File: config.mk
export PLATFORM = sky130hd
export DESIGN_NAME = rate_ctl
export DESIGN_NICKNAME = d
export VERILOG_FILES = /design/src/shared/rate_ctl_pkg.sv /design/src/core/rate_ctl.sv /design/src/core/pin_sync.sv /design/src/core/tick_div.sv
export VERILOG_INCLUDE_DIRS = /design/src /design/src/shared
export SDC_FILE = /design/constraint.sdc
export NUM_CORES = 1
export LEC_CHECK = 0
export ABC_AREA = 1
export BUFFER_PORTS_ARGS = -buffer_cell sky130_fd_sc_hd__buf_2
export CAP_MARGIN = 0
export CORE_AREA = 2 2 85 96
export CTS_BUF_LIST = sky130_fd_sc_hd__clkbuf_4 sky130_fd_sc_hd__clkbuf_8
export CTS_CLUSTER_DIAMETER = 120
export DETAILED_ROUTE_END_ITERATION = 8
export DIE_AREA = 0 0 87 98
export PLACE_DENSITY_LB_ADDON = 0.08
export SLEW_MARGIN = 20
export SYNTH_ARGS = -nofsm -noshare
export SYNTH_HDL_FRONTEND = slang
export SYNTH_SLANG_ARGS = --single-unit
File: constraint.sdc
create_clock -name clk -period 1.8 [get_ports clk]
set_clock_uncertainty 0.2 [all_clocks]
set_input_delay 0.09 -clock clk [delete_from_list [all_inputs] [get_ports clk]]
set_output_delay 0.09 -clock clk [all_outputs]
set_load 0.1 [all_outputs]
File: src/shared/rate_ctl_cfg.svh
// timing counts and encodings for the converter clock and rate block
// assumes a 4.096 MHz system clock tick supplied to the block by the selected source
`ifndef RATE_CTL_CFG_SVH
`define RATE_CTL_CFG_SVH

`define CLK_PERIOD_NS        50
`define EXT_EDGE_COUNT       4'h4
`define DIV_RATIO_SLOW       8'h80
`define DIV_RATIO_MID        8'h20
`define DIV_RATIO_FAST       8'h10
`define DIV_RATIO_TOP        8'h08
`define RATE_SEL_W           4
`define RATE_CODE_5          4'h0
`define RATE_CODE_10         4'h1
`define RATE_CODE_20         4'h2
`define RATE_CODE_40         4'h3
`define RATE_CODE_80         4'h4
`define RATE_CODE_160        4'h5
`define RATE_CODE_320        4'h6
`define RATE_CODE_640        4'h7
`define RATE_CODE_1000       4'h8
`define RATE_CODE_2000       4'h9
// modulator clocks per word, set by the actual word rates, not nominal
`define MOD_PER_WORD_5       16'h18e9
`define MOD_PER_WORD_10      16'h0c74
`define MOD_PER_WORD_20      16'h063a
`define MOD_PER_WORD_40      16'h0c74
`define MOD_PER_WORD_80      16'h063a
`define MOD_PER_WORD_160     16'h031d
`define MOD_PER_WORD_320     16'h031c
`define MOD_PER_WORD_640     16'h018e
`define MOD_PER_WORD_1000    16'h0100
`define MOD_PER_WORD_2000    16'h0100

`endif

File: src/shared/rate_ctl_pkg.sv
// types for the converter clock and rate block
package rate_ctl_pkg;

  typedef enum logic [2:0] {
    SRC_BOOT = 3'b001,
    SRC_INT  = 3'b010,
    SRC_EXT  = 3'b100
  } clk_src_t;

  typedef struct packed {
    logic        mod_tick;
    logic        word_tick;
    logic [7:0]  div_ratio;
  } rate_out_t;

endpackage

File: src/core/rate_ctl.sv
// clock source choice and modulator / output word rate generation
// assumes clk runs faster than the system clock; sys_tick marks each 4.096 MHz
// system clock period, coming from whichever source is selected
`timescale 1ns/1ps
`include "rate_ctl_cfg.svh"

// Overview of operation
// [RQ1] grounded clock pin at reset selects internal oscillator
// [RQ2] any external clock disables oscillator, uses it
// [RQ3] external choice held until reset or power cycle
// [RQ4] modulator clock 32 to 512 kHz by rate
// [RQ5] divide ratio 128, 32, 16 or 8 by rate
// [RQ6] modulator bit stream clocked at modulator rate
// [RQ7] filter word rate follows chosen rate setting
// [RQ8] first word after a change is settled
// [RQ9] all rates scale with actual system clock
// [RQ10] 5 sps gives 5.018, 2000 gives 2000
// [RQ11] host picks 20 sps or less for mains rejection
// [RQ12] divide ratio chosen from rate select input
module rate_ctl
  import rate_ctl_pkg::*;
(
  input  wire logic                     clk,
  input  wire logic                     resetn,
  input  wire logic                     clk_pin,
  input  wire logic                     int_clk_tick,
  input  wire logic                     ext_clk_tick,
  input  wire logic [`RATE_SEL_W-1:0]   rate_sel,
  input  wire logic                     mod_bit_in,
  output logic                          osc_enable,
  output logic                          use_ext_clk,
  output logic                          mod_clk_en,
  output logic                          mod_bit_out,
  output logic                          word_ready,
  output logic                          word_settled,
  output logic [7:0]                    div_ratio
);

  clk_src_t src_q;
  clk_src_t src_d;

  logic       pin_level;
  logic       pin_changed;
  logic [3:0] edge_cnt_q;
  logic [3:0] edge_cnt_d;
  logic       ext_seen;

  logic                   osc_en_q;
  logic                   use_ext_q;
  logic                   mod_en_q;
  logic                   mod_bit_q;
  logic                   word_q;
  logic                   settled_q;
  logic [7:0]             ratio_q;
  logic [`RATE_SEL_W-1:0] rate_q;

  logic        sys_tick;
  logic        mod_tick;
  logic        rate_change;
  logic [7:0]  ratio_sel;
  logic [15:0] words_per;
  logic [15:0] word_cnt_q;
  logic [15:0] word_cnt_d;
  logic        word_last;
  rate_out_t   rate_now;

  pin_sync u_pin (
    .clk     (clk),
    .resetn  (resetn),
    .pin     (clk_pin),
    .level   (pin_level),
    .changed (pin_changed)
  );

  // a few settled pin toggles mean a real clock, not a glitch
  assign edge_cnt_d = (src_q == SRC_EXT) ? edge_cnt_q :
                      (pin_changed && edge_cnt_q != `EXT_EDGE_COUNT) ?
                      edge_cnt_q + 4'h1 : edge_cnt_q;
  assign ext_seen   = (edge_cnt_q == `EXT_EDGE_COUNT);

  // boot state reads pin_level once after reset release, while it still holds its reset low
  always_comb begin
    src_d = src_q;
    unique case (src_q)
      SRC_BOOT: src_d = pin_level ? SRC_EXT : SRC_INT; // RQ1
      SRC_INT:  if (ext_seen) src_d = SRC_EXT;         // RQ2
      SRC_EXT:  src_d = SRC_EXT;                       // RQ3
      default:  src_d = SRC_INT;
    endcase
  end

  // external clock ticks are taken only once selected
  assign sys_tick = (src_q == SRC_EXT) ? ext_clk_tick : // RQ9
                    (src_q == SRC_INT) ? int_clk_tick : 1'b0;

  assign ratio_sel =
    (rate_sel <= `RATE_CODE_20)   ? `DIV_RATIO_SLOW : // RQ5
    (rate_sel <= `RATE_CODE_160)  ? `DIV_RATIO_MID  :
    (rate_sel <= `RATE_CODE_1000) ? `DIV_RATIO_FAST :
                                    `DIV_RATIO_TOP; // RQ12

  // modulator clocks per output word at each setting
  // indexed by the live code so a change reloads the new word length
  assign words_per =
    (rate_sel == `RATE_CODE_5)    ? `MOD_PER_WORD_5    : // RQ10
    (rate_sel == `RATE_CODE_10)   ? `MOD_PER_WORD_10   :
    (rate_sel == `RATE_CODE_20)   ? `MOD_PER_WORD_20   :
    (rate_sel == `RATE_CODE_40)   ? `MOD_PER_WORD_40   :
    (rate_sel == `RATE_CODE_80)   ? `MOD_PER_WORD_80   :
    (rate_sel == `RATE_CODE_160)  ? `MOD_PER_WORD_160  :
    (rate_sel == `RATE_CODE_320)  ? `MOD_PER_WORD_320  :
    (rate_sel == `RATE_CODE_640)  ? `MOD_PER_WORD_640  :
    (rate_sel == `RATE_CODE_1000) ? `MOD_PER_WORD_1000 :
                                    `MOD_PER_WORD_2000; // RQ7

  assign rate_change = (rate_sel != rate_q);

  tick_div #(.W(8)) u_mod (
    .clk     (clk),
    .resetn  (resetn),
    .en      (sys_tick),
    .restart (rate_change),
    .ratio   (ratio_sel),
    .tick    (mod_tick)
  ); // RQ4

  assign word_last  = (word_cnt_q == 16'h0001);
  // a rate change restarts the word count, so no partial word leaves
  assign word_cnt_d = rate_change ? words_per :
                      (mod_tick ? (word_last ? words_per
                                             : word_cnt_q - 16'h0001)
                                : word_cnt_q); // RQ8

  assign rate_now.mod_tick  = mod_tick;
  assign rate_now.word_tick = mod_tick && word_last && !rate_change;
  assign rate_now.div_ratio = ratio_sel;

  always_ff @(posedge clk or negedge resetn) begin
    if (!resetn) begin
      src_q      <= SRC_BOOT;
      edge_cnt_q <= 4'h0;
      rate_q     <= `RATE_CODE_20;
      word_cnt_q <= `MOD_PER_WORD_20;
    end else begin
      src_q      <= src_d;
      edge_cnt_q <= edge_cnt_d;
      rate_q     <= rate_sel;
      word_cnt_q <= word_cnt_d;
    end
  end

  always_ff @(posedge clk or negedge resetn) begin
    if (!resetn) begin
      osc_en_q  <= 1'b1;
      use_ext_q <= 1'b0;
      mod_en_q  <= 1'b0;
      mod_bit_q <= 1'b0;
      word_q    <= 1'b0;
      settled_q <= 1'b0;
      ratio_q   <= `DIV_RATIO_SLOW;
    end else begin
      osc_en_q  <= (src_d != SRC_EXT); // RQ2
      use_ext_q <= (src_d == SRC_EXT); // RQ3
      mod_en_q  <= rate_now.mod_tick;
      if (rate_now.mod_tick)
        mod_bit_q <= mod_bit_in; // RQ6
      word_q    <= rate_now.word_tick;
      // every word is full-length since the last change
      settled_q <= rate_now.word_tick; // RQ8
      ratio_q   <= rate_now.div_ratio;
    end
  end

  assign osc_enable   = osc_en_q;
  assign use_ext_clk  = use_ext_q;
  assign mod_clk_en   = mod_en_q;
  assign mod_bit_out  = mod_bit_q;
  assign word_ready   = word_q;
  assign word_settled = settled_q;
  assign div_ratio    = ratio_q;
endmodule

File: src/core/pin_sync.sv
// three-stage synchroniser for one pin input
// assumes the pin is asynchronous to clk
`timescale 1ns/1ps
module pin_sync (
  input  wire logic clk,
  input  wire logic resetn,
  input  wire logic pin,
  output logic      level,
  output logic      changed
);
  logic s1_q;
  logic s2_q;
  logic s3_q;
  logic lvl_q;

  always_ff @(posedge clk or negedge resetn) begin
    if (!resetn) begin
      s1_q  <= 1'b0;
      s2_q  <= 1'b0;
      s3_q  <= 1'b0;
      lvl_q <= 1'b0;
    end else begin
      s1_q <= pin;
      s2_q <= s1_q;
      s3_q <= s2_q;
      if (s2_q == s3_q)
        lvl_q <= s3_q;
    end
  end

  // change counts only once stages two and three agree
  assign changed = (s2_q == s3_q) && (s3_q != lvl_q);
  assign level   = lvl_q;
endmodule

File: src/core/tick_div.sv
// loadable down-counter emitting a one-cycle tick per period
// assumes ratio is at least 1 and stable between loads
`timescale 1ns/1ps
module tick_div #(
  parameter int W = 8
) (
  input  wire logic         clk,
  input  wire logic         resetn,
  input  wire logic         en,
  input  wire logic         restart,
  input  wire logic [W-1:0] ratio,
  output logic              tick
);
  logic [W-1:0] cnt_q;
  logic [W-1:0] cnt_d;
  logic         last;

  assign last  = (cnt_q == {{(W-1){1'b0}}, 1'b1});
  assign tick  = en && last && !restart;
  assign cnt_d = restart ? ratio :
                 (en ? (last ? ratio : cnt_q - {{(W-1){1'b0}}, 1'b1})
                     : cnt_q);

  always_ff @(posedge clk or negedge resetn) begin
    if (!resetn)
      cnt_q <= {{(W-1){1'b0}}, 1'b1};
    else
      cnt_q <= cnt_d;
  end
endmodule

* Word level (Yosys, flattened, before mapping)
Index checks and enable logic that the tools add are counted.
** Word-level totals
- Register bits after elaboration :: 52
- Input port bits :: 10
- Output and inout port bits :: 14
- Logic and storage cells :: 74
** Operators by class
- $add $sub $neg :: 3
- $lt $le $gt $ge :: 3
- Equal/unequal tests :: 19
- Muxes and demuxes :: 22
- Bitwise operators :: 1
- Reductions and logical operators :: 11
** Operators by type and width (number)
- 16-bit 2-to-1 mux :: 3
- 8-bit 2-to-1 mux :: 5
- 12-bit 2-to-1 mux :: 3
- 4-bit by 3-bit equality test with 1-bit output (second input constant) :: 5
- 10-bit 2-to-1 mux :: 2
- 16-bit by 1-bit equality test with 1-bit output (second input constant) :: 1
- 16-bit by 1-bit subtractor with 16-bit output (second input constant) :: 1
- 13-bit 2-to-1 mux :: 1
- 11-bit 2-to-1 mux :: 1
- 3-bit case mux with 3 select lines :: 1
- 4-bit by 2-bit equality test with 1-bit output (second input constant) :: 2
- 8-bit by 1-bit equality test with 1-bit output (second input constant) :: 1
- 8-bit by 1-bit subtractor with 8-bit output (second input constant) :: 1
- 3-bit equality test (second input constant) :: 2
- 1-bit logical AND :: 6
- 3-bit 2-to-1 mux :: 2
- 6-bit 2-to-1 mux :: 1
- 5-bit 2-to-1 mux :: 1
- 4-bit by 1-bit adder with 4-bit output (second input constant) :: 1
- 4-bit by 1-bit equality test with 1-bit output (second input constant) :: 1
- 4-bit by 2-bit <= comparator with 1-bit output (second input constant) :: 1
- 4-bit by 3-bit <= comparator with 1-bit output (second input constant) :: 1
- 4-bit <= comparator (second input constant) :: 1
- 4-bit logical NOT :: 1
- other kinds (12) :: 14

* Depth between registers and ports, before layout
- Depth in word-level cells :: 12
- Mapped depth :: 11
- Mapped depth without buffers :: 11

* By module
Synthesis repeated with hierarchy kept, for this count alone.
** Unflattened totals
- Cells, all modules :: 404
- Area, all modules :: 2991.6 um2
** Modules (own cells, without submodules)
- rate_ctl :: times used 1, cells each 295, area an instance 2187.1 um2, seq. area each 913.4 um2
- tick_div :: times used 1, cells each 93, area an instance 655.6 um2, seq. area each 201.4 um2
- pin_sync :: times used 1, cells each 16, area an instance 148.9 um2, seq. area each 100.1 um2

* Worst setup path after synthesis
Ideal clock, no wire load.
- Path type :: register -> register
- Start :: register u_mod.cnt_q[0]
- End :: register word_cnt_q[6]
- Library setup time :: 0.124 ns
- Arrival :: 1.371 ns
- Required time :: 1.476 ns
- Path slack :: 0.105 ns
- Cell stages (with the launch flop) :: 10
- Path buffers :: 1
- Period minus slack after synthesis :: 1.695 ns
- Cell sequence :: dfstp_2 -> ha_1 -> nand2_1 -> nor3_1 -> nand2_1 -> nand2_4 -> inv_2 -> buf_6 -> nand2_1 -> nand3_1
** On the way
- Longest elaborated chain between the ends :: 4
** RTL lines
- start, declared :: line tick_div.sv:14 : logic [W-1:0] cnt_q;
- start signal, assigned :: line tick_div.sv:26 : cnt_q <= {{(W-1){1'b0}}, 1'b1};
- start signal, assigned :: line tick_div.sv:28 : cnt_q <= cnt_d;
- 8-bit by 1-bit equality test with 1-bit output :: line tick_div.sv:18 : assign last = (cnt_q == {{(W-1){1'b0}}, 1'b1});
- 1-bit logical AND (2 in a row) :: line tick_div.sv:19 : assign tick = en && last && !restart;
- 2-bit nonzero test (no line)
- end signal, assigned :: line rate_ctl.sv:143 : word_cnt_q <= `MOD_PER_WORD_20;
- end signal, assigned :: line rate_ctl.sv:148 : word_cnt_q <= word_cnt_d;
- end, declared :: line rate_ctl.sv:62 : logic [15:0] word_cnt_q;
No other way between the ends.
A chain may end at the register's enable or synchronous reset.

* Worst setup path after layout
- Start :: register rate_q[1]
- End :: register word_cnt_q[8]
** On the way
- Longest elaborated chain between the ends :: 4
- Elaborated cells between the ends (all ways) :: 5
- Classes of those cells :: 1 x eq/ne; 1 x mux; 3 x reduce/logical
** RTL lines
- start, declared :: line rate_ctl.sv:55 : logic [`RATE_SEL_W-1:0] rate_q;
- start signal, assigned :: line rate_ctl.sv:142 : rate_q <= `RATE_CODE_20;
- start signal, assigned :: line rate_ctl.sv:147 : rate_q <= rate_sel;
- 4-bit != test (*) :: line rate_ctl.sv:116 : assign rate_change = (rate_sel != rate_q);
- 1-bit logical NOT :: line tick_div.sv:19
- 1-bit logical AND :: line tick_div.sv:19
- 2-bit nonzero test (no line)
Every way passes the cells marked *; elsewhere a longest branch is shown, timed or not.

==> impl_results.md <==
- Run status: complete, no violations
- Sequential area share after synthesis: 0.4113
- Synth area leader: dfrtp_1
- Antenna violations before repair: 0
- Comb power frac: 0.294
- Worst hold slack: 0.03080 ns
- Share of post-route cells with drive strength above 1: 0.3125
- Sw Share: 0.3343
- FF+latch count, synth: 48
- Number of global-route vias before repair: 2,599
- Fin. Hold Viols: 0
- DP Wirelength: around 5.3 mm
- CTS buffer count: 5
- WP data required: 1.85 ns
- Fin cells: 554
- Clk root buf: clkbuf_8
- Tot GR Track Use: 0.1809
- Die area: 0.008526 mm^2
- Total Neg Setup Slack: 0 ns
- Nets: 479
- CP Max Fanout: 8
- Min-delay worst type: in2reg
- Period minus WS final: 1.763 ns
- Post-synth top area share: 0.3134
- Routed WL: 7.361 mm
- Synth area leaders: dfrtp_1, nand2_1, dfstp_2
- Avg WL per Cell: between 10 and 15 um
- Pre-CTS WS: -0.03900 ns
- Mapped Cells: just under 400
- CTS clock-pin slew for the worst setup and hold paths: 0.09 ns
- H-tree lvl count: 2
- Final ANT Viol Nets: 0
- Fin crit share: 0.9794
- 1st-iter DRT viols: 76
- Mapped Area: 0.002954 mm^2
- Die Span Y: between 90 and 100 um
- Grt total ovfl: 0
- Critical path type: reg2reg
- Peak supply drop: 0.4909 mV
- Flop2flop setup slack: roughly 0.037 ns
- Yosys warning total: 0
- Pwr Density: 886.6 mW/mm^2
- Reg-to-reg startpoint: rate_q[1]
- Placed Cells: 524
- CTS tree: yes
- DR vias: 2,601
- Post-route DRC violation count: 0
- Reg2reg end: word_cnt_q[8]
- Area growth syn-to-layout: 30.96%
- # rows: 34
- Startpoint Class: register
- Worst EP arrival: 1.82 ns
- Fmax: 567.3 MHz
- Clock share of power: 0.316
- Nature of the critical path endpoint: register
- Chip width: 87 um
- Longest Clk Path Bufs: 2
- Core area: 0.007615 mm^2
- Clock Sinks: between 40 and 50
- Sw power: between 1 and 1.5 mW
- Internal power: approximately 2.3 mW
- Pin count of the biggest net entering global routing: 31
- Final worst-path setup slack: roughly 0.037 ns
- Initial core utilization: 0.3879
- Worst setup path start: rate_q[1]
- Clock latency on the worst-skew pair: 0.31 ns
- Critical path endpoint: word_cnt_q[8]
- Routed vias/inst: 4.695
- First-pass GRT wire length: 12.22 mm
- Number of buffers added on ports: 19
- Pleak: 1.952 nW
- Endpoints failing setup: 0
- Ant diodes: 0
- DR pass1 iterations: 4
- Reg2Reg Depth: 10
- Reg power frac: 0.389
- Syn_area_per_cell: approximately 7.5 um^2
- Io pins: 24
- Max Cap Viol: 0
- Cell variety after synth: 32
- Fin. max-slew vios: 0
- RSZ-0062 raised after global routing: true
- GPL Wtd Cong: 0.8549
## final cells by class
type / instances / area (um^2)
Timing Repair Buffer: 64 / 484.2
Clock buffer: 5 / 68.82
Inverter: 64 / 265.3
Tap cell: 90 / 112.6
Sequential cell: 48 / 1216
Multi-Input combinational cell: 280 / 1632
Fill cell: 725 / 3746
Clock inverter: 3 / 90.09
## metrics by stage
stage          total power [mW]  instance area, um^2    util
4_1_cts                   3.388                 3627  0.4763
3_5_place_dp              2.234                 3298  0.4331
5_1_grt                   3.641                 3869  0.5081
3_3_place_gp              2.230                 3298  0.4331
6_report                  3.430                 3869  0.5081
2_1_floorplan             1.982                 2969       -
## power by group through the flow
stage | combinational (mW) | sequential [mW] | clock (mW)
2_1_floorplan | 0.552 | 1.43 | 0
3_3_place_gp | 0.884 | 1.35 | 0
3_5_place_dp | 0.888 | 1.35 | 0
4_1_cts | 0.938 | 1.33 | 1.12
5_1_grt | 1.14 | 1.35 | 1.15
6_report | 1.01 | 1.34 | 1.08
## worst max-delay path: stages, from the launching register on
cell      delay (ns)
dfstp_2         0.55
inv_2           0.03
nand2_1         0.04
nand2_1         0.05
nor2_2          0.14
nand2_4         0.14
clkinv_8        0.12
nand3_4         0.15
nand2_1         0.16
nand2_1         0.07
nand2_1         0.05
## timing repair
item / in CTS / in global routing
pin swaps: 4 / 19
hold endpoints to repair: 53 / 0
setup buffers: 7 / 5
setup endpoints to repair: 8 / 20
hold buffers: 10 / 0
gates cloned: 0 / 1
gates resized for setup: 7 / 57
## placed cells by master, fill, tap and decap left out, drive strengths merged, types with 5 or more instances in the layout
cell type,instances
a21oi,10
buf,54
clkbuf,5
conb,5
dfrtp,37
dfstp,11
dlygate4sd3,10
ha,6
inv,63
nand2,117
nand3,38
nand4,11
nor2,51
nor3,5
o21ai,16
xor2,13
## worst min-delay path by stage
| stage | start | endpoint | slack, ns | cells past startpoint |
|---|---|---|---|---|
| after global placement | resetn | word_cnt_q[13] | -0.12 | 1 |
| after global routing | rate_sel[0] | div_ratio[3] | 0.07 | 3 |
| final | rate_sel[0] | word_cnt_q[0] | 0.03 | 5 |
| after floorplan | resetn | div_ratio[3] | -0.41 | 0 |
| after detailed placement | resetn | word_cnt_q[13] | -0.11 | 1 |
| after CTS | rate_sel[0] | word_cnt_q[0] | 0.03 | 5 |
## layer usage
metal | part of all wire | track usage
met5 | 0 | 0
met4 | 0.0086 | 0.03966
met3 | 0.022 | 0.02620
met2 | 0.51 | 0.3100
met1 | 0.46 | 0.2397
## registers in the layout, indices dropped and copies added (netlist names)
register,flops
word_cnt_q,16
osc_enable,1
mod_clk_en,1
u_mod.cnt_q,8
div_ratio,4
u_pin.level,1
edge_cnt_q,4
use_ext_clk,1
u_pin.s2_q,1
u_pin.s3_q,1
mod_bit_out,1
word_settled,1
src_q,3
rate_q,4
u_pin.s1_q,1
## Yosys cell counts (all sizes together)
master	n
ha	6
xnor2	2
inv	62
a21oi	10
clkinv	2
a211oi	1
o211ai	3
nand3	37
o21bai	1
buf	8
maj3	1
nand4	11
conb	1
nor3	5
nand2	117
dfstp	11
nor2	51
o21ai	16
dfrtp	37
xor2	13
## logic make-up after synthesis
logic type	count (synthesis)	share of synthesized area
other	1	0.001269
DFF	48	0.4113
and+or+nand+nor	221	0.3426
adders and majority gates	7	0.02880
AOI/OAI and AO/OA	31	0.06142
xor gates and xnor gates	15	0.04447
buffers and inverters	72	0.1101
(Power assumes the default switching activity.)
